**src/verilog/pcr_consts.svh**
```systemverilog
// offsets, field positions, reset values and constants of the PHY config register bank
// assumes inclusion by the package and the design modules only
`ifndef PCR_CONSTS_SVH
`define PCR_CONSTS_SVH

// register indices; byte address is four times the index
`define PCR_IDX_CFG        8'h14
`define PCR_IDX_ERRCNT     8'h15
`define PCR_IDX_BIST       8'h16
`define PCR_IDX_STATUS     8'h17
`define PCR_IDX_IRQ_STAT   8'h1C
`define PCR_IDX_IRQ_MASK   8'h1D

`define PCR_CFG_RST        16'h2947
`define PCR_CFG_WMASK      16'hAF7F
`define PCR_BIST_RST       16'h0000
`define PCR_BIST_WMASK     16'hF0FF
`define PCR_STATUS_RST     16'h0040

// configuration field positions
`define PCR_CFG_PD_EN      15
`define PCR_CFG_INT_POL    13
`define PCR_CFG_ATT_HI     11
`define PCR_CFG_ATT_LO     10
`define PCR_CFG_FB_EN      9
`define PCR_CFG_ENH_EN     8
`define PCR_CFG_10M_EN     6
`define PCR_CFG_CLK_HI     5
`define PCR_CFG_CLK_LO     4
`define PCR_CFG_FDCOL_EN   3
`define PCR_CFG_OLDSCR_EN  2
`define PCR_CFG_MSEMI_EN   1
`define PCR_CFG_SSEMI_EN   0

// self-test and loopback field positions
`define PCR_BIST_GEN_HI    15
`define PCR_BIST_GEN_LO    12
`define PCR_BIST_RXFWD     7
`define PCR_BIST_TXFWD     6
`define PCR_BIST_SEL_HI    5
`define PCR_BIST_SEL_LO    2
`define PCR_BIST_PCS_HI    1
`define PCR_BIST_PCS_LO    0

`define PCR_GEN_RUN        4'hF
`define PCR_GEN_STOP       4'h0
`define PCR_SEL_DIGITAL    4'h1
`define PCR_SEL_ANALOG     4'h2
`define PCR_SEL_EXTERNAL   4'h4
`define PCR_SEL_REVERSE    4'h8
`define PCR_CLK_2M5        2'h0
`define PCR_CLK_25M        2'h1

// status bit positions
`define PCR_ST_GEN_BUSY    9
`define PCR_ST_CORE_PWR    6

// interrupt status width and bit positions
`define PCR_IRQ_W          3
`define PCR_IRQ_RXERR      0
`define PCR_IRQ_FALLBACK   1
`define PCR_IRQ_PDDONE     2

`define PCR_PRBS_SEED      15'h7FFF
`define PCR_CNT_MAX        16'hFFFF
`define PCR_RESP_OKAY      2'h0
`define PCR_RESP_SLVERR    2'h2

`endif

```
**src/verilog/pcr_pkg.sv**
```systemverilog
// types shared by the PHY config register bank
// assumes the constants header is on the include path
`include "pcr_consts.svh"
package pcr_pkg;
  typedef enum logic [1:0] {
    PCR_SPD_1G,
    PCR_SPD_100M,
    PCR_SPD_10M
  } pcr_speed_t;
endpackage : pcr_pkg

```
**src/verilog/pcr_sync.sv**
```systemverilog
// three-stage synchroniser for pin inputs with a two-stage agreement filter
// assumes asynchronous inputs and one clock aclk
`timescale 1ns/1ps
`default_nettype none
module pcr_sync #(
  parameter int W = 2
) (
  input  wire logic         aclk,     // system clock
  input  wire logic         aresetn,  // synchronous reset, active low
  input  wire logic [W-1:0] pin_in,   // asynchronous pin levels
  output logic      [W-1:0] level_q   // filtered level in the aclk domain
);
  logic [W-1:0] s1_q;
  logic [W-1:0] s2_q;
  logic [W-1:0] s3_q;
  logic [W-1:0] agree;

  // stage one feeds stage two only
  assign agree = ~(s2_q ^ s3_q);

  always_ff @(posedge aclk) begin
    if (!aresetn) begin
      s1_q    <= '0;
      s2_q    <= '0;
      s3_q    <= '0;
      level_q <= '0;
    end else begin
      s1_q    <= pin_in;
      s2_q    <= s1_q;
      s3_q    <= s2_q;
      level_q <= (agree & s3_q) | (~agree & level_q);
    end
  end
endmodule : pcr_sync
`default_nettype wire

```
**src/verilog/pcr_regs.sv**
```systemverilog
// PHY configuration, receive error counter and self-test/loopback register bank
// assumes an AXI4-Lite master on aclk and PHY core status on aclk; rx error and
// powered-device result come from pins and are synchronised here
//
// What this block does
// top config bit enables powered-device detection
// polarity bit zero: interrupt active high
// attempt code 0..3 means 1,2,4,8 attempts
// speed fallback runs only while enabled
// enhanced mode: fallback without energy on C/D
// fall to 10M after 1G, 100M failed
// transmit clock: 2.5MHz, 25MHz or off
// full-duplex collision only when enabled
// legacy scrambler auto-selected as 1G master
// semi-cross enabled in 1G master mode
// semi-cross enabled in 1G slave mode
// sixteen-bit receive error count, write-one clears
// all ones starts pattern, zero stops it
// reverse loop forwards received packets when set
// MAC-side loop also transmits to line when set
// loopback select decoded one-hot
// software keeps coding loopback zero with select
// 100TX coding loop points by code
// 1G coding loop before signal processing
//
// The AXI4-Lite slave port was decided locally.
`timescale 1ns/1ps
`default_nettype none
`include "pcr_consts.svh"
module pcr_regs
  import pcr_pkg::*;
(
  input  wire logic        aclk,                 // 125 MHz clock
  input  wire logic        aresetn,              // synchronous reset, active low
  input  wire logic [11:0] s_axi_awaddr,         // write address
  input  wire logic        s_axi_awvalid,        // write address valid
  output logic             s_axi_awready,        // write address ready
  input  wire logic [31:0] s_axi_wdata,          // write data
  input  wire logic [3:0]  s_axi_wstrb,          // write byte strobes
  input  wire logic        s_axi_wvalid,         // write data valid
  output logic             s_axi_wready,         // write data ready
  output logic [1:0]       s_axi_bresp,          // write response
  output logic             s_axi_bvalid,         // write response valid
  input  wire logic        s_axi_bready,         // write response ready
  input  wire logic [11:0] s_axi_araddr,         // read address
  input  wire logic        s_axi_arvalid,        // read address valid
  output logic             s_axi_arready,        // read address ready
  output logic [31:0]      s_axi_rdata,          // read data
  output logic [1:0]       s_axi_rresp,          // read response
  output logic             s_axi_rvalid,         // read data valid
  input  wire logic        s_axi_rready,         // read data ready
  input  wire logic        rx_error_pin,         // receive error pin, async
  input  wire logic        pd_done_pin,          // powered-device detect finished, async
  input  wire logic        link_fail_1g,         // pulse: 1G link attempt failed
  input  wire logic        link_fail_100m,       // pulse: 100M link attempt failed
  input  wire logic        energy_cd,            // energy seen on pairs C and D
  input  wire logic        op_1g,                // operating at 1G
  input  wire logic        op_100tx,             // operating at 100BASE-TX
  input  wire logic        role_master,          // 1G master role
  input  wire logic        peer_legacy,          // link partner uses legacy coding
  input  wire logic        full_duplex,          // full duplex operation
  input  wire logic        col_raw,              // raw collision from the core
  output logic             powered_device_detect_enable, // detection enable
  output logic             int_pin_q,            // interrupt pin, polarity per config
  output logic             irq,                  // interrupt level, active high
  output pcr_speed_t       speed_target_q,       // speed the fallback logic allows
  output logic             tx_clk_on,            // 1G transmit clock running
  output logic             tx_clk_25m,           // 1G transmit clock at 25 MHz
  output logic             col_out,              // collision to MAC
  output logic             use_old_scrambler,    // legacy scrambler selected
  output logic             semi_cross_en,        // semi-cross handling active
  output logic             prbs_active,          // pattern generator running
  output logic             prbs_bit_q,           // pattern generator serial data
  output logic             loop_digital,         // digital loopback
  output logic             loop_analog,          // analog loopback
  output logic             loop_external,        // external loopback
  output logic             loop_reverse,         // reverse loopback
  output logic             rx_to_mac_en,         // receive data forwarded to MAC
  output logic             tx_to_line_en,        // transmit data forwarded to line
  output logic             pcs_loop_pre_scr,     // 100TX loop before scrambler
  output logic             pcs_loop_post_scr,    // 100TX loop before MLT3
  output logic             pcs_loop_post_mlt3,   // 100TX loop after MLT3
  output logic             pcs_loop_1g           // 1G loop before signal processing
);
  function automatic logic [15:0] merge(input logic [15:0] old, input logic [31:0] wd,
                                        input logic [3:0] st, input logic [15:0] msk);
    logic [15:0] nv;
    nv = old;
    if (st[0]) nv[7:0]  = wd[7:0];
    if (st[1]) nv[15:8] = wd[15:8];
    return (nv & msk) | (old & ~msk);
  endfunction : merge
  function automatic logic [15:0] strb_bits(input logic [31:0] wd, input logic [3:0] st);
    return {wd[15:8] & {8{st[1]}}, wd[7:0] & {8{st[0]}}};
  endfunction : strb_bits
  function automatic logic [3:0] attempt_limit(input logic [1:0] code);
    return 4'h1 << code;
  endfunction : attempt_limit
  logic [15:0] cfg_q, cfg_d, bist_q, bist_d, cnt_q, cnt_d;
  logic [`PCR_IRQ_W-1:0] ist_q, ist_d, imask_q, ievt;
  logic [11:0] awaddr_q;
  logic [31:0] wdata_q;
  logic [3:0]  wstrb_q;
  logic        awv_q, wv_q, bvalid_q, rvalid_q;
  logic [1:0]  bresp_q, rresp_q;
  logic [31:0] rdata_q;
  logic [3:0]  fail_cnt_q, fail_cnt_d;
  pcr_speed_t  speed_d;
  logic        fb_event;
  logic [14:0] lfsr_q;
  logic [1:0]  pin_lvl;
  logic        rx_err_lvl_q, pd_lvl_q;
  pcr_sync #(.W(2)) u_sync (
    .aclk    (aclk),
    .aresetn (aresetn),
    .pin_in  ({pd_done_pin, rx_error_pin}),
    .level_q (pin_lvl)
  );
  // write decode
  wire        do_write  = awv_q && wv_q && !bvalid_q;
  wire [7:0]  widx      = awaddr_q[9:2];
  wire        whi_ok    = (awaddr_q[11:10] == 2'h0);
  wire        wr_cfg    = do_write && whi_ok && widx == `PCR_IDX_CFG;
  wire        wr_cnt    = do_write && whi_ok && widx == `PCR_IDX_ERRCNT;
  wire        wr_bist   = do_write && whi_ok && widx == `PCR_IDX_BIST;
  wire        wr_ist    = do_write && whi_ok && widx == `PCR_IDX_IRQ_STAT;
  wire        wr_imask  = do_write && whi_ok && widx == `PCR_IDX_IRQ_MASK;
  wire        wr_stat   = do_write && whi_ok && widx == `PCR_IDX_STATUS;
  wire        w_mapped  = wr_cfg | wr_cnt | wr_bist | wr_ist | wr_imask | wr_stat;
  wire [15:0] wbits     = strb_bits(wdata_q, wstrb_q);
  // read decode
  wire        rd_take   = s_axi_arvalid && !rvalid_q;
  wire [7:0]  ridx      = s_axi_araddr[9:2];
  wire        rhi_ok    = (s_axi_araddr[11:10] == 2'h0);
  wire [15:0] status_v  = `PCR_STATUS_RST | (16'(prbs_active) << `PCR_ST_GEN_BUSY);
  wire        r_mapped  = rhi_ok && (ridx == `PCR_IDX_CFG || ridx == `PCR_IDX_ERRCNT ||
                          ridx == `PCR_IDX_BIST || ridx == `PCR_IDX_STATUS ||
                          ridx == `PCR_IDX_IRQ_STAT || ridx == `PCR_IDX_IRQ_MASK);
  wire [15:0] rsel      = !rhi_ok                      ? 16'h0000 :
                          ridx == `PCR_IDX_CFG         ? cfg_q :
                          ridx == `PCR_IDX_ERRCNT      ? cnt_q :
                          ridx == `PCR_IDX_BIST        ? bist_q :
                          ridx == `PCR_IDX_STATUS      ? status_v :
                          ridx == `PCR_IDX_IRQ_STAT    ? 16'(ist_q) :
                          ridx == `PCR_IDX_IRQ_MASK    ? 16'(imask_q) : 16'h0000;

  assign s_axi_awready = !awv_q;
  assign s_axi_wready  = !wv_q;
  assign s_axi_bvalid  = bvalid_q;
  assign s_axi_bresp   = bresp_q;
  assign s_axi_arready = !rvalid_q;
  assign s_axi_rvalid  = rvalid_q;
  assign s_axi_rdata   = rdata_q;
  assign s_axi_rresp   = rresp_q;
  always_ff @(posedge aclk) begin
    if (!aresetn) begin
      awv_q    <= 1'b0;
      wv_q     <= 1'b0;
      awaddr_q <= 12'h000;
      wdata_q  <= 32'h0000_0000;
      wstrb_q  <= 4'h0;
      bvalid_q <= 1'b0;
      bresp_q  <= `PCR_RESP_OKAY;
    end else begin
      if (s_axi_awvalid && !awv_q) begin
        awv_q    <= 1'b1;
        awaddr_q <= s_axi_awaddr;
      end
      if (s_axi_wvalid && !wv_q) begin
        wv_q    <= 1'b1;
        wdata_q <= s_axi_wdata;
        wstrb_q <= s_axi_wstrb;
      end
      if (do_write) begin
        awv_q    <= 1'b0;
        wv_q     <= 1'b0;
        bvalid_q <= 1'b1;
        bresp_q  <= w_mapped ? `PCR_RESP_OKAY : `PCR_RESP_SLVERR;
      end else if (bvalid_q && s_axi_bready) begin
        bvalid_q <= 1'b0;
      end
    end
  end

  always_ff @(posedge aclk) begin
    if (!aresetn) begin
      rvalid_q <= 1'b0;
      rdata_q  <= 32'h0000_0000;
      rresp_q  <= `PCR_RESP_OKAY;
    end else if (rd_take) begin
      rvalid_q <= 1'b1;
      rdata_q  <= {16'h0000, rsel};
      rresp_q  <= r_mapped ? `PCR_RESP_OKAY : `PCR_RESP_SLVERR;
    end else if (rvalid_q && s_axi_rready) begin
      rvalid_q <= 1'b0;
    end
  end

  // pin edges; the filtered levels are already past the synchroniser
  wire rx_err_evt = pin_lvl[0] && !rx_err_lvl_q;
  wire pd_evt     = pin_lvl[1] && !pd_lvl_q;
  // the detection enable drops when the measurement completes; a write wins
  always_comb begin
    cfg_d = cfg_q;
    if (pd_evt) cfg_d[`PCR_CFG_PD_EN] = 1'b0;
    if (wr_cfg) cfg_d = merge(cfg_q, wdata_q, wstrb_q, `PCR_CFG_WMASK);
  end
  assign bist_d = wr_bist ? merge(bist_q, wdata_q, wstrb_q, `PCR_BIST_WMASK) : bist_q;
  // clear first, then count, so an error in the clearing cycle is kept
  always_comb begin
    cnt_d = wr_cnt ? (cnt_q & ~wbits) : cnt_q;
    if (rx_err_evt && cnt_d != `PCR_CNT_MAX) cnt_d = cnt_d + 16'h0001;
  end

  assign ievt  = `PCR_IRQ_W'({pd_evt, fb_event, rx_err_evt});
  assign ist_d = (wr_ist ? (ist_q & ~wbits[`PCR_IRQ_W-1:0]) : ist_q) | ievt;
  assign irq   = |(ist_q & imask_q);

  always_ff @(posedge aclk) begin
    if (!aresetn) begin
      cfg_q        <= `PCR_CFG_RST;
      bist_q       <= `PCR_BIST_RST;
      cnt_q        <= 16'h0000;
      ist_q        <= '0;
      imask_q      <= '0;
      rx_err_lvl_q <= 1'b0;
      pd_lvl_q     <= 1'b0;
      int_pin_q    <= 1'b0;
    end else begin
      cfg_q        <= cfg_d;
      bist_q       <= bist_d;
      cnt_q        <= cnt_d;
      ist_q        <= ist_d;
      imask_q      <= wr_imask ? wbits[`PCR_IRQ_W-1:0] : imask_q;
      rx_err_lvl_q <= pin_lvl[0];
      pd_lvl_q     <= pin_lvl[1];
      int_pin_q    <= cfg_q[`PCR_CFG_INT_POL] ? !irq : irq;
    end
  end

  // configuration fan-out
  wire       fb_en    = cfg_q[`PCR_CFG_FB_EN];
  wire       enh_en   = cfg_q[`PCR_CFG_ENH_EN];
  wire       to10m_en = cfg_q[`PCR_CFG_10M_EN];
  wire [1:0] clk_sel  = cfg_q[`PCR_CFG_CLK_HI:`PCR_CFG_CLK_LO];
  wire [3:0] att_lim  = attempt_limit(cfg_q[`PCR_CFG_ATT_HI:`PCR_CFG_ATT_LO]);

  assign powered_device_detect_enable = cfg_q[`PCR_CFG_PD_EN];
  assign tx_clk_on  = (clk_sel == `PCR_CLK_2M5) || (clk_sel == `PCR_CLK_25M);
  assign tx_clk_25m = (clk_sel == `PCR_CLK_25M);
  assign col_out    = col_raw && (!full_duplex || cfg_q[`PCR_CFG_FDCOL_EN]);
  assign use_old_scrambler = cfg_q[`PCR_CFG_OLDSCR_EN] && op_1g && role_master
                             && peer_legacy;
  assign semi_cross_en = op_1g && (role_master ? cfg_q[`PCR_CFG_MSEMI_EN]
                                               : cfg_q[`PCR_CFG_SSEMI_EN]);

  // speed fallback; disabling it returns the target to 1G at once
  always_comb begin
    speed_d    = speed_target_q;
    fail_cnt_d = fail_cnt_q;
    fb_event   = 1'b0;
    if (!fb_en) begin
      speed_d    = PCR_SPD_1G;
      fail_cnt_d = 4'h0;
    end else begin
      case (speed_target_q)
        PCR_SPD_1G: begin
          if (link_fail_1g) begin
            if (enh_en && !energy_cd) begin
              speed_d    = PCR_SPD_100M;
              fail_cnt_d = 4'h0;
              fb_event   = 1'b1;
            end else if (fail_cnt_q + 4'h1 >= att_lim) begin
              speed_d    = PCR_SPD_100M;
              fail_cnt_d = 4'h0;
              fb_event   = 1'b1;
            end else begin
              fail_cnt_d = fail_cnt_q + 4'h1;
            end
          end
        end
        PCR_SPD_100M: begin
          if (link_fail_100m && to10m_en) begin
            speed_d  = PCR_SPD_10M;
            fb_event = 1'b1;
          end
        end
        PCR_SPD_10M: speed_d = PCR_SPD_10M;
        default:     speed_d = PCR_SPD_1G;
      endcase
    end
  end

  always_ff @(posedge aclk) begin
    if (!aresetn) begin
      speed_target_q <= PCR_SPD_1G;
      fail_cnt_q     <= 4'h0;
    end else begin
      speed_target_q <= speed_d;
      fail_cnt_q     <= fail_cnt_d;
    end
  end

  // pattern generator; undefined codes stop it rather than guess
  wire [3:0] gen_ctl = bist_q[`PCR_BIST_GEN_HI:`PCR_BIST_GEN_LO];
  assign prbs_active = (gen_ctl == `PCR_GEN_RUN);

  always_ff @(posedge aclk) begin
    if (!aresetn) begin
      lfsr_q     <= `PCR_PRBS_SEED;
      prbs_bit_q <= 1'b0;
    end else if (prbs_active) begin
      lfsr_q     <= {lfsr_q[13:0], lfsr_q[14] ^ lfsr_q[13]};
      prbs_bit_q <= lfsr_q[14];
    end else begin
      prbs_bit_q <= 1'b0;
    end
  end

  // loopback; a nonzero coding-layer code overrides the select field
  wire [3:0] lsel    = bist_q[`PCR_BIST_SEL_HI:`PCR_BIST_SEL_LO];
  wire [1:0] pcs     = bist_q[`PCR_BIST_PCS_HI:`PCR_BIST_PCS_LO];
  wire       sel_ok  = (pcs == 2'h0);
  assign loop_digital  = sel_ok && lsel == `PCR_SEL_DIGITAL;
  assign loop_analog   = sel_ok && lsel == `PCR_SEL_ANALOG;
  assign loop_external = sel_ok && lsel == `PCR_SEL_EXTERNAL;
  assign loop_reverse  = sel_ok && lsel == `PCR_SEL_REVERSE;
  assign rx_to_mac_en  = !loop_reverse || bist_q[`PCR_BIST_RXFWD];
  assign tx_to_line_en = !loop_digital || bist_q[`PCR_BIST_TXFWD];
  assign pcs_loop_pre_scr   = op_100tx && pcs == 2'h1;
  assign pcs_loop_post_scr  = op_100tx && pcs == 2'h2;
  assign pcs_loop_post_mlt3 = op_100tx && pcs == 2'h3;
  assign pcs_loop_1g        = op_1g && pcs[0];
endmodule : pcr_regs
`default_nettype wire

```
**config.mk**
```make
export PLATFORM = sky130hd
export DESIGN_NAME = pcr_regs
export DESIGN_NICKNAME = d
export VERILOG_FILES = /design/src/verilog/pcr_pkg.sv /design/src/verilog/pcr_sync.sv /design/src/verilog/pcr_regs.sv
export VERILOG_INCLUDE_DIRS = /design/src /design/src/verilog
export SDC_FILE = /design/constraint.sdc
export NUM_CORES = 1
export LEC_CHECK = 0
export BUFFER_PORTS_ARGS = -buffer_cell sky130_fd_sc_hd__clkbuf_2
export CAP_MARGIN = 25
export CORE_MARGIN = 2
export CORE_UTILIZATION = 50
export CTS_BUF_LIST = sky130_fd_sc_hd__clkbuf_4 sky130_fd_sc_hd__clkbuf_8
export CTS_CLUSTER_SIZE = 12
export DETAILED_ROUTE_END_ITERATION = 10
export PLACE_DENSITY = 0.75
export SKIP_LAST_GASP = 1
export SLEW_MARGIN = 20
export SYNTH_ARGS = -nofsm -noshare
export SYNTH_HDL_FRONTEND = slang
export SYNTH_HIERARCHICAL = 1
export SYNTH_SLANG_ARGS = --single-unit
```
**constraint.sdc**
```tcl
create_clock -name aclk -period 2.2 [get_ports aclk]
set_input_delay 0.11 -clock aclk [delete_from_list [all_inputs] [get_ports aclk]]
set_output_delay 0.11 -clock aclk [all_outputs]
set_load 0.05 [all_outputs]
```
==> key figures, run 1 <==
Clocking
  – H-Tree Depth: 4
  – Worst-skew pair later-pin latency: 0.44 ns
  – CTS tree: yes
  – Maximum buffer depth of the clock tree: 2
  – Post-CTS clock slew at the launch and capture registers of the worst setup and hold paths: 0.07 ns
  – CTS buffer count: 17
  – Num Clock Sinks: 130
  – Buffer cell driving the clock tree root: clkbuf_8

Synth
  – Synthesis-stage register bit count: 130
  – Portion of the post-synthesis area used by sequential elements: 43.1%
  – Yosys cell types: 66
  – Post-synthesis instance area: 6040 sq um
  – Most used flip-flop cell after synthesis: dfxtp_1
  – Synthesized instance count: 750
  – Fraction of registers with async set/reset: 0%
  – Count of warnings emitted by yosys: 6
  – Count of flip-flops with a built-in enable after synthesis: 0
  – Average cell area after synthesis: 8.05 sq um

Flow run
  – # Max-Cap Violations: 0

Routing
  – DRC: 0
  – Aggregate routed wire length: 15.6 mm
  – Detail Route Antenna Nets: 0
  – Avg WL per Cell: 14.2 um
  – Detail-routed via count per cell: 5.30
  – Drt pass-1 iters: 5
  – Starting DRT DRC Count: 411
  – Vias after detailed routing: 5789

Critical path
  – Sort of element at the start of the critical path: register
  – Critical path peak fanout: 4
  – Required time of the critical path: 2.57 ns
  – Worst setup path class: register to register
  – Data arrival time of the critical path: 2.58 ns
  – Crit end category: register

STA
  – Crit share post-route: 100%
  – Final worst setup slack: -0.0109 ns
  – Worst hold slack: 0.0805 ns
  – Min Clock Period, post-route: 2.21 ns
  – Max Transition Viols Final: 0
  – Max frequency: 452 MHz
  – Relative slew slack: 56.4%
  – Setup Viol. Count Final: 1
  – Total count of hold-check failures in the final report: 0
  – Unrepaired setup endpoints after global routing: true
  – Final worst clock skew: 0.0109 ns
  – Transition time at the pin with the least slew margin: 0.653 ns

Worst hold path
  – Path category of the worst min-delay check: input port to register

Power
  – Sw frac: 24.8%
  – Portion of total power attributed to the clock network: 40.0%
  – VDD IR max: 0.474 mV
  – Net switching component of the power: 1.23 mW
  – Internal power: 3.73 mW
  – Total Power: 4.96 mW
  – Static Leak: 3.41 nW
  – Share of power burned in combinational logic: 11.0%
  – Sequential group share of total power: 49.0%
  – Power Dens Cells: 622 nW/um^2

Finish
  – Share of layout cells above drive strength 1: 26.3%
  – Fill count: 973
  – Layout overhead on the synthesized area: 32.1%
  – Final Net Count: 1020
  – Final Non-Filler Cells: 1093
  – Antenna Diode Count: 0

Placed design
  – Port-buffer cells: 100
  – Final weighted congestion in routability-driven placement: 0.923
  – Placed instance count: 1017
  – Final HPWL from detailed placement: 10.6 mm

Floorplanning
  – Floorplan core area: 11900 sq um
  – Full die area: 13000 sq um
  – Initial core utilization: 50.7%
  – Die span in x: 114 um
  – Floorplan die height: 114 um
  – Number of ports placed on the die boundary: 141
  – Site Rows: 40

Global routing
  – Grt total ovfl: 0
  – Number of antenna violations at the first check in global routing: 0
  – Wire length of the first global-routing pass: 24.6 mm
  – Number of global-route vias before repair: 5073
  – Pin count of the biggest net entering global routing: 49
  – Global router's overall resource usage: 24.1%

Status
  – Violations in the final reports: setup timing
  – Result of the run: finished with violations
==> kinds of logic after synthesis <==
group	count (synthesis)	share of synthesized area [%]
AND/OR/NAND/NOR	355	28.8
AO/OA/AOI/OAI	145	14.6
XOR/XNOR	15	2.17
adder cells (fa/ha/maj)	8	1.66
multiplexers	23	3.89
flip-flops	130	43.1
other	1	0.0621
buffers and inverters	73	5.76
==> state kept, by name, summed over array words and instances (netlist names), 2 cells and up, named ones only <==
| signal | cells |
|---|---|
| u_sync/s1_q | 2 |
| s_axi_rdata | 16 |
| wdata_q | 16 |
| fail_cnt_q | 4 |
| u_sync/s3_q | 2 |
| awaddr_q | 10 |
| u_sync/s2_q | 2 |
| speed_target_q | 2 |
| lfsr_q | 15 |
| imask_q | 3 |
| wstrb_q | 2 |
| cfg_q | 13 |
| ist_q | 3 |
| cnt_q | 16 |
| bist_q | 12 |
==> cell usage in the layout (no fill, tap or decap), types with 11 or more instances in the layout <==
cell type,n
a22oi_1,12
mux2i_1,19
inv_1,17
o21ai_0,24
conb_1,18
nor2b_1,13
nor2_1,56
xnor2_1,11
nand2_1,160
dlygate4sd3_1,40
buf_4,58
clkbuf_8,19
nand3_1,42
a21oi_1,67
clkbuf_2,98
dfxtp_1,123
nand2b_1,12
==> per-layer routing <==
layer,GRT usage [%],vias up,share of wire [%]
met5,0,-,0
met4,9.19,0,1.8
met3,5.21,24,6.0
met2,37.5,211,45
met1,33.1,2653,47
li1,-,2901,-
==> timing repair <==
action | CTS | global route
resized for setup | 8 | 28
hold buffers | 40 | 0
gates cloned | 0 | 0
setup endpoints to repair | 15 | 38
pin swaps | 5 | 20
endpoints found under the hold margin | 39 | 0
buffers inserted | 2 | 3
==> synth_stat cells (all sizes together) (2+ instances only) <==
cell    instances  area, sq um
a21oi          67          335
o221ai          3         26.3
nor2           57          214
and3            5         31.3
o21ai          26          130
mux2            4         45.0
inv            20         75.1
nand2b         13         81.3
or3b            2         17.5
or3             5         36.3
nand4           7         50.1
a21o            3         22.5
clkbuf         28          105
a22o            3         26.3
nand3          42          210
and4            4         37.5
buf            25          168
a31oi           6         58.8
o211ai          5         37.5
xnor2          13          114
nor2b          13         81.3
xor2            2         17.5
mux2i          19          190
nor3            9         50.1
and4b           3         30.0
a22oi          12         90.1
nor3b           5         48.8
nand3b          3         26.3
nand2         162          608
ha              8          100
and2           14         95.1
a21boi          9         67.6
dfxtp         130         2600
a211oi          4         30.0
or4             3         26.3
nor4b           2         30.0
==> worst max-delay path: stages (launching register included) <==
cell and delay [ns]:
dfxtp_4 0.36, ha_4 0.28, ha_4 0.18, a21o_1 0.17, a21o_1 0.15, a221o_1 0.37
or4_1 0.51, a21oi_1 0.13
==> power by group through the flow <==
stage               sequential (mW)  combinational, mW  clock [mW]
finish                         2.43              0.547        1.98
global route                   2.44              0.591        2.12
CTS                            2.43              0.532        2.03
detailed placement             2.48              0.475           0
global placement               2.48              0.470           0
floorplan                      2.50              0.305           0
==> metrics by stage <==
stage / util (%) / instance area, sq um / TNS (ns) / worst slack, ns
after floorplan: - / 6190 / -0.328 / -0.0885
after global placement: 58.9 / 7020 / -0.114 / -0.0316
after detailed placement: 58.9 / 7020 / -0.438 / -0.0638
after CTS: 65.9 / 7850 / 0 / 0.00693
after global routing: 67.0 / 7980 / -0.758 / -0.112
final: 67.0 / 7980 / -0.0109 / -0.0109
==> cell type report <==
class	count	area, sq um	share of cell area (%)
multi-input cells	564	3340	41.8
well taps	147	184	2.30
flip-flops and latches	130	2620	32.8
repair buffers	201	1380	17.2
clock inverters	6	80.1	1.00
inverters	20	78.8	0.987
clock buffers	25	307	3.84
==> final timing paths <==
path | start | to | slack [ns] | cells past startpoint
setup / recovery | fail_cnt_q[0] | fail_cnt_q[2] | -0.01 | 7
hold / removal | link_fail_100m | speed_target_q[0] | 0.08 | 4
setup reg to reg | fail_cnt_q[0] | fail_cnt_q[2] | -0.01 | 7
hold reg to reg | u_sync/s3_q[1] | register | 0.44 | 2
No activity file was read; power rests on OpenSTA's default activity.
==> run 2, diff against run 1 <==
CORE_ASPECT_RATIO = 0.6   (was unset)
CORE_UTILIZATION = 60   (was 50)
PLACE_DENSITY = 0.85   (was 0.75)
clock period = 2.7 ns   (was 2.2 ns; I/O delays follow)
==> key figures, run 2 (synthesis results as in run 1) <==
Global routing
  – M3 GR Usage: 7.04% (was 5.21%)
  – Global routing's busiest layer: met2 (unchanged)
  – Number of global-route vias before repair: 5628 (was 5073)
  – Routing usage on met2: 53.8% (was 37.5%)
  – Number of antenna violations at the first check in global routing: 0 (unchanged)
  – Pin count of the biggest net entering global routing: 47 (was 49)
  – Global router's overall resource usage: 32.5% (was 24.1%)
  – Grt total ovfl: 0 (unchanged)
  – GR met1 Demand/Resource: 42.8% (was 33.1%)
  – Wire length of the first global-routing pass: 27.5 mm (was 24.6 mm)

Routing
  – Vias after detailed routing: 6006 (was 5789)
  – Starting DRT DRC Count: 725 (was 411)
  – Detail Route Antenna Nets: 0 (unchanged)
  – Detail-routed via count per cell: 5.84 (was 5.30)
  – Avg WL per Cell: 16.9 um (was 14.2 um)
  – Aggregate routed wire length: 17.4 mm (was 15.6 mm)
  – DRC: 0 (unchanged)
  – Drt pass-1 iters: 5 (unchanged)

Finish
  – Antenna Diode Count: 0 (unchanged)
  – Most common cell after layout, fill and taps aside: nand2_1 (unchanged)
  – Post-layout utilization of the core: 75.5% (was 67.0%)
  – Share of layout cells above drive strength 1: 20.0% (was 26.3%)
  – Final Net Count: 967 (was 1020)
  – Layout overhead on the synthesized area: 22.6% (was 32.1%)
  – Most frequent cells in the layout: nand2_1, dfxtp_1, clkbuf_2 (unchanged)
  – Final Non-Filler Cells: 1029 (was 1093)

Placed design
  – Final HPWL from detailed placement: 11.8 mm (was 10.6 mm)
  – Placed instance count: 961 (was 1017)
  – Port-buffer cells: 100 (unchanged)
  – Final weighted congestion in routability-driven placement: 0.923 (about the same)

Power
  – Sw frac: 27.8% (was 24.8%)
  – VDD IR max: 0.423 mV (was 0.474 mV)
  – Net switching component of the power: 1.13 mW (was 1.23 mW)
  – Portion of total power attributed to the clock network: 41.3% (was 40.0%)
  – Sequential group share of total power: 49.1% (was 49.0%)
  – Power Dens Cells: 550 nW/um^2 (was 622 nW/um^2)
  – Share of power burned in combinational logic: 9.6% (was 11.0%)
  – Internal power: 2.94 mW (was 3.73 mW)
  – Total Power: 4.07 mW (was 4.96 mW)
  – Static Leak: 3.09 nW (was 3.41 nW)

Clocking
  – Post-CTS clock slew at the launch and capture registers of the worst setup and hold paths: 0.08 ns (was 0.07 ns)
  – Worst-skew pair later-pin latency: 0.45 ns (was 0.44 ns)
  – Num Clock Sinks: 130 (unchanged)
  – Maximum buffer depth of the clock tree: 2 (unchanged)
  – CTS buffer count: 17 (unchanged)
  – H-Tree Depth: 4 (unchanged)
  – Buffer cell driving the clock tree root: clkbuf_8 (unchanged)
  – CTS tree: yes (unchanged)

Floorplanning
  – Site Rows: 28 (was 40)
  – Die span in x: 134 um (was 114 um)
  – Number of ports placed on the die boundary: 141 (unchanged)
  – Floorplan core area: 9810 sq um (was 11900 sq um)
  – Full die area: 10900 sq um (was 13000 sq um)
  – Floorplan die height: 81.7 um (was 114 um)
  – Initial core utilization: 61.6% (was 50.7%)

STA
  – Final worst clock skew: 0.0112 ns (was 0.0109 ns)
  – Crit share post-route: 97.6% (was 100%)
  – Setup Viol. Count Final: 0 (was 1)
  – Max Transition Viols Final: 0 (unchanged)
  – Max frequency: 380 MHz (was 452 MHz)
  – Total count of hold-check failures in the final report: 0 (unchanged)
  – Transition time at the pin with the least slew margin: 0.837 ns (was 0.653 ns)
  – Unrepaired setup endpoints after global routing: true (unchanged)
  – Relative slew slack: 44.1% (was 56.4%)
  – Min Clock Period, post-route: 2.63 ns (was 2.21 ns)

Critical path
  – Crit end category: register (unchanged)
  – Critical path peak fanout: 4 (unchanged)
  – Data arrival time of the critical path: 2.97 ns (was 2.58 ns)
  – Launching point of the worst reg2reg path: awaddr_q[11] (was fail_cnt_q[0])
  – Category of cells accounting for the largest share of critical-path delay: simple AND/OR/NAND/NOR gates (was compound AO/OA/AOI/OAI gates)
  – Cell with the largest stage delay on the worst path: nor4b_2 (was or4_1)
  – Logic depth of the worst register-to-register path: 10 (was 7)
  – Worst setup path class: register to register (unchanged)
  – Worst r2r dst: cnt_q[7] (was fail_cnt_q[2])
  – Ordered cell list for the critical path: nor4b_2, and4_1, a31oi_2, ha_1, nand2_1, a31oi_2, and3_1, nor3_1, nand4_1, mux2i_1 (was ha_4, ha_4, a21o_1, a21o_1, a221o_1, or4_1, a21oi_1)
  – Maximum single-stage delay on the critical path: 0.39 ns (was 0.51 ns)
  – Internal reg-to-reg setup slack: 0.07 ns (was -0.01 ns)
  – Count of buffer and inverter cells on the critical path: 0 (unchanged)
  – Sort of element at the start of the critical path: register (unchanged)
  – Cell mode on critical path: a31oi_2
  – Required time of the critical path: 3.04 ns (was 2.57 ns)

Worst hold path
  – Path category of the worst min-delay check: input port to register (unchanged)
  – Hold Path Cell Cnt: 4 (unchanged)
  – Endpoint of the worst hold-timing path: s_axi_rdata[0] (was speed_target_q[0])
  – Worst Min Path Start: s_axi_araddr[11] (was link_fail_100m)

Status
  – Result of the run: completed (was finished with violations)

Flow run
  – # Max-Cap Violations: 0 (unchanged)
==> run 2: cell types whose count changed in the layout (fill, tap and decap cells not counted), moves of 3 or more <==
cell and delta:
dfxtp_1 +6, a31oi_2 +3, ha_1 +3, inv_6 +4
dlygate4sd3_1 -4, a31oi_4 -3, clkbuf_4 -7, ha_4 -3
clkinvlp_4 +3, buf_4 -47, dfxtp_2 -4
==> run 2: cell type report <==
| type | instances | area [sq um] |
|---|---|---|
| inverter | 20 | 75.1 |
| tap | 135 | 169 |
| multi-input combinational | 564 | 3200 |
| sequential | 130 | 2600 |
| clock buffer | 18 | 248 |
| fill | 717 | 2400 |
| clock inverter | 14 | 153 |
| timing repair buffer | 148 | 963 |
==> run 2: how the worst max path moves through the flow <==
stage,start,endpoint,slack (ns),cells after the start
4_1_cts,s_axi_bvalid,cnt_q[6],0.11,10
3_5_place_dp,awaddr_q[4],cnt_q[7],0.14,10
6_report,awaddr_q[11],cnt_q[7],0.07,10
5_1_grt,s_axi_bvalid,cnt_q[14],-0.03,11
2_1_floorplan,s_axi_bvalid,cnt_q[14],0.12,11
3_3_place_gp,awaddr_q[11],cnt_q[7],0.33,10
==> run 2: power by group through the flow <==
| stage | sequential [mW] | combinational (mW) | clock [mW] |
|---|---|---|---|
| after CTS | 2.00 | 0.380 | 1.69 |
| after global routing | 2.00 | 0.418 | 1.78 |
| after floorplan | 2.04 | 0.247 | 0 |
| after detailed placement | 2.04 | 0.337 | 0 |
| after global placement | 2.04 | 0.325 | 0 |
| final | 2.00 | 0.390 | 1.68 |
==> run 2: timing repair <==
item / in CTS / in global routing
hold buffers: 36 / 0
hold endpoints to repair: 35 / 0
resized for setup: 0 / 5
setup endpoints to repair: 0 / 7
buffers inserted: 0 / 0
==> run 2: metal layers <==
metal,vias to the layer above,wire length (um)
met5,-,0
met4,0,360
met3,42,1670
met2,366,8030
met1,2807,7380
li1,2791,-
==> run 2: per-stage QoR <==
| step | setup slack, ns | instance area (sq um) | TNS, ns | hold WS [ns] |
|---|---|---|---|---|
| final | 0.0661 | 7410 | 0 | 0.0352 |
| after global routing | -0.0252 | 7410 | -0.0398 | 0.0492 |
| after CTS | 0.112 | 7380 | 0 | 0.0315 |
| after detailed placement | 0.142 | 6620 | 0 | 0.331 |
| after global placement | 0.331 | 6620 | 0 | 0.327 |
| after floorplan | 0.121 | 6120 | 0 | 0.234 |
==> run 2: worst register-to-register path: stages (launching register included) <==
cell and delay (ns):
dfxtp_1 0.32, nor4b_2 0.39, and4_1 0.35, a31oi_2 0.15, ha_1 0.27, nand2_1 0.08, a31oi_2 0.06, and3_1 0.19
nor3_1 0.38, nand4_1 0.18, mux2i_1 0.15
==> run 3, diff against run 2 <==
CELL_PAD_IN_SITES_DETAIL_PLACEMENT = 2   (was unset)
CELL_PAD_IN_SITES_GLOBAL_PLACEMENT = 2   (was unset)
CORE_UTILIZATION = 34   (was 60)
PLACE_DENSITY = unset   (was 0.85)
PLACE_DENSITY_LB_ADDON = 0.1   (was unset)
==> key figures, run 3 (synthesis results as in run 1) <==
Status
  – Result of the run: completed (unchanged)

Power
  – VDD IR max: 0.226 mV (was 0.423 mV)
  – Static Leak: 3.15 nW (was 3.09 nW)
  – Total Power: 4.21 mW (was 4.07 mW)
  – Power Dens Cells: 552 nW/um^2 (was 550 nW/um^2)

Clocking
  – H-Tree Depth: 4 (unchanged)
  – CTS tree: yes (unchanged)
  – Post-CTS clock slew at the launch and capture registers of the worst setup and hold paths: 0.08 ns (about the same)
  – Worst-skew pair later-pin latency: 0.44 ns (was 0.45 ns)
  – CTS buffer count: 17 (unchanged)
  – Maximum buffer depth of the clock tree: 2 (unchanged)
  – Num Clock Sinks: 130 (unchanged)
  – Buffer cell driving the clock tree root: clkbuf_8 (unchanged)

Routing
  – Aggregate routed wire length: 22.5 mm (was 17.4 mm)
  – DRC: 0 (unchanged)
  – Avg WL per Cell: 19.8 um (was 16.9 um)
  – Detail-routed via count per cell: 5.23 (was 5.84)
  – Drt pass-1 iters: 5 (unchanged)
  – Detail Route Antenna Nets: 0 (unchanged)
  – Starting DRT DRC Count: 358 (was 725)
  – Vias after detailed routing: 5952 (was 6006)

Floorplanning
  – Die span in x: 176 um (was 134 um)
  – Full die area: 18900 sq um (was 10900 sq um)
  – Site Rows: 37 (was 28)
  – Floorplan die height: 107 um (was 81.7 um)
  – Initial core utilization: 35.0% (was 61.6%)
  – Floorplan core area: 17300 sq um (was 9810 sq um)
  – Number of ports placed on the die boundary: 141 (unchanged)

Finish
  – Share of layout cells above drive strength 1: 20.9% (was 20.0%)
  – Final Net Count: 977 (was 967)
  – Sequential Area: 2600 sq um (unchanged)
  – Most frequent cells in the layout: nand2_1, dfxtp_1, clkbuf_2 (unchanged)
  – Antenna Diode Count: 0 (unchanged)
  – Most common cell after layout, fill and taps aside: nand2_1 (unchanged)
  – Fill count: 1982 (was 717)
  – Layout overhead on the synthesized area: 26.2% (was 22.6%)
  – Final Non-Filler Cells: 1138 (was 1029)
  – Footprint of the multi-input gates: 3200 sq um (about the same)

Global routing
  – Number of antenna violations at the first check in global routing: 1 (was 0)
  – Wire length of the first global-routing pass: 35.7 mm (was 27.5 mm)
  – Global router's overall resource usage: 24.5% (was 32.5%)
  – Grt total ovfl: 0 (unchanged)
  – Number of global-route vias before repair: 6451 (was 5628)
  – Pin count of the biggest net entering global routing: 48 (was 47)

Critical path
  – Worst r2r dst: fail_cnt_q[2] (was cnt_q[7])
  – Internal reg-to-reg setup slack: 0.15 ns (was 0.07 ns)
  – Logic depth of the worst register-to-register path: 8 (was 10)
  – Crit end category: register (unchanged)
  – Required time of the critical path: 3.07 ns (was 3.04 ns)
  – Worst setup path class: register to register (unchanged)
  – Launching point of the worst reg2reg path: cfg_q[10] (was awaddr_q[11])
  – Critical path peak fanout: 8 (was 4)
  – Startpoint of the most critical setup path: cfg_q[10] (was awaddr_q[11])
  – Sort of element at the start of the critical path: register (unchanged)
  – Data arrival time of the critical path: 2.92 ns (was 2.97 ns)
  – Worst setup path end: fail_cnt_q[2] (was cnt_q[7])

Worst hold path
  – Worst Min Path Start: s_axi_araddr[11] (unchanged)
  – Path category of the worst min-delay check: input port to register (unchanged)

STA
  – Max Transition Viols Final: 0 (unchanged)
  – Setup Viol. Count Final: 0 (unchanged)
  – Total count of hold-check failures in the final report: 0 (unchanged)
  – Final worst setup slack: 0.152 ns (was 0.0661 ns)
  – Crit share post-route: 94.4% (was 97.6%)
  – Transition time at the pin with the least slew margin: 0.749 ns (was 0.837 ns)
  – Max frequency: 392 MHz (was 380 MHz)
  – Final worst clock skew: 0.0147 ns (was 0.0112 ns)
  – Relative slew slack: 50.1% (was 44.1%)
  – Min Clock Period, post-route: 2.55 ns (was 2.63 ns)

Placed design
  – Post-place setup slack: 0.159 ns (was 0.142 ns)
  – Final weighted congestion in routability-driven placement: 0.818 (was 0.923)
  – Port-buffer cells: 100 (unchanged)
  – Final HPWL from detailed placement: 15.9 mm (was 11.8 mm)
  – Placed instance count: 1069 (was 961)

Flow run
  – # Max-Cap Violations: 0 (unchanged)
run 3: per-stage QoR:
| step | area, sq um | setup TNS (ns) | util [%] | hold slack [ns] |
|---|---|---|---|---|
| after floorplan | 6120 | 0 | - | 0.234 |
| after global placement | 6810 | 0 | 39.4 | 0.329 |
| after detailed placement | 6810 | 0 | 39.4 | 0.336 |
| after CTS | 7580 | 0 | 43.9 | 0.00450 |
| after global routing | 7620 | -0.0967 | 44.1 | 0.0531 |
| final | 7620 | 0 | 44.1 | 0.0334 |
run 3: worst min path at each step:
stage / to / cells after the start / slack (ns)
2_1_floorplan: s_axi_rvalid / 1 / 0.23
3_3_place_gp: s_axi_rvalid / 2 / 0.33
3_5_place_dp: s_axi_rvalid / 2 / 0.34
4_1_cts: s_axi_rdata[0] / 4 / 0.004
5_1_grt: s_axi_rdata[0] / 4 / 0.05
6_report: s_axi_rdata[0] / 4 / 0.03
run 3: routing by layer:
metal  part of all wire (%)  GRT usage, %  vias to the layer above
li1                       -             -                     2808
met1                     47          33.2                     2951
met2                     46          41.0                      165
met3                    5.8          4.17                       26
met4                   0.85          5.25                        2
met5                  0.058             0                        -
run 3: area by class of cell:
class                   instances  share of cell area [%]
flip-flops and latches        130                    34.2
repair buffers                158                    13.6
well taps                     234                    3.84
multi-input cells             564                    42.0
clock inverters                15                    2.35
inverters                      20                   0.985
clock buffers                  17                    3.07
run 3: power breakdown:
group	leakage, nW	total [mW]	switching [mW]	internal (mW)
registers	1.06	2.00	0.0439	1.95
clock network	0.199	1.79	0.868	0.920
logic	1.90	0.427	0.282	0.145
total	3.15	4.21	1.19	3.02
run 3: timing repair:
action | in CTS | in global routing
hold buffers | 36 | 0
endpoints found under the hold margin | 35 | 0
gates resized for setup | 0 | 6
endpoints found under the setup margin | 0 | 8
buffers inserted | 0 | 1
run 3: worst max-delay path, stage by stage (launching register included):
cell and delay, ns:
dfxtp_1 0.52, nor2_1 0.10, ha_1 0.28, nand2b_1 0.14
a21o_1 0.19, a21o_1 0.18, a221o_1 0.41, or4_1 0.51
a21oi_1 0.14
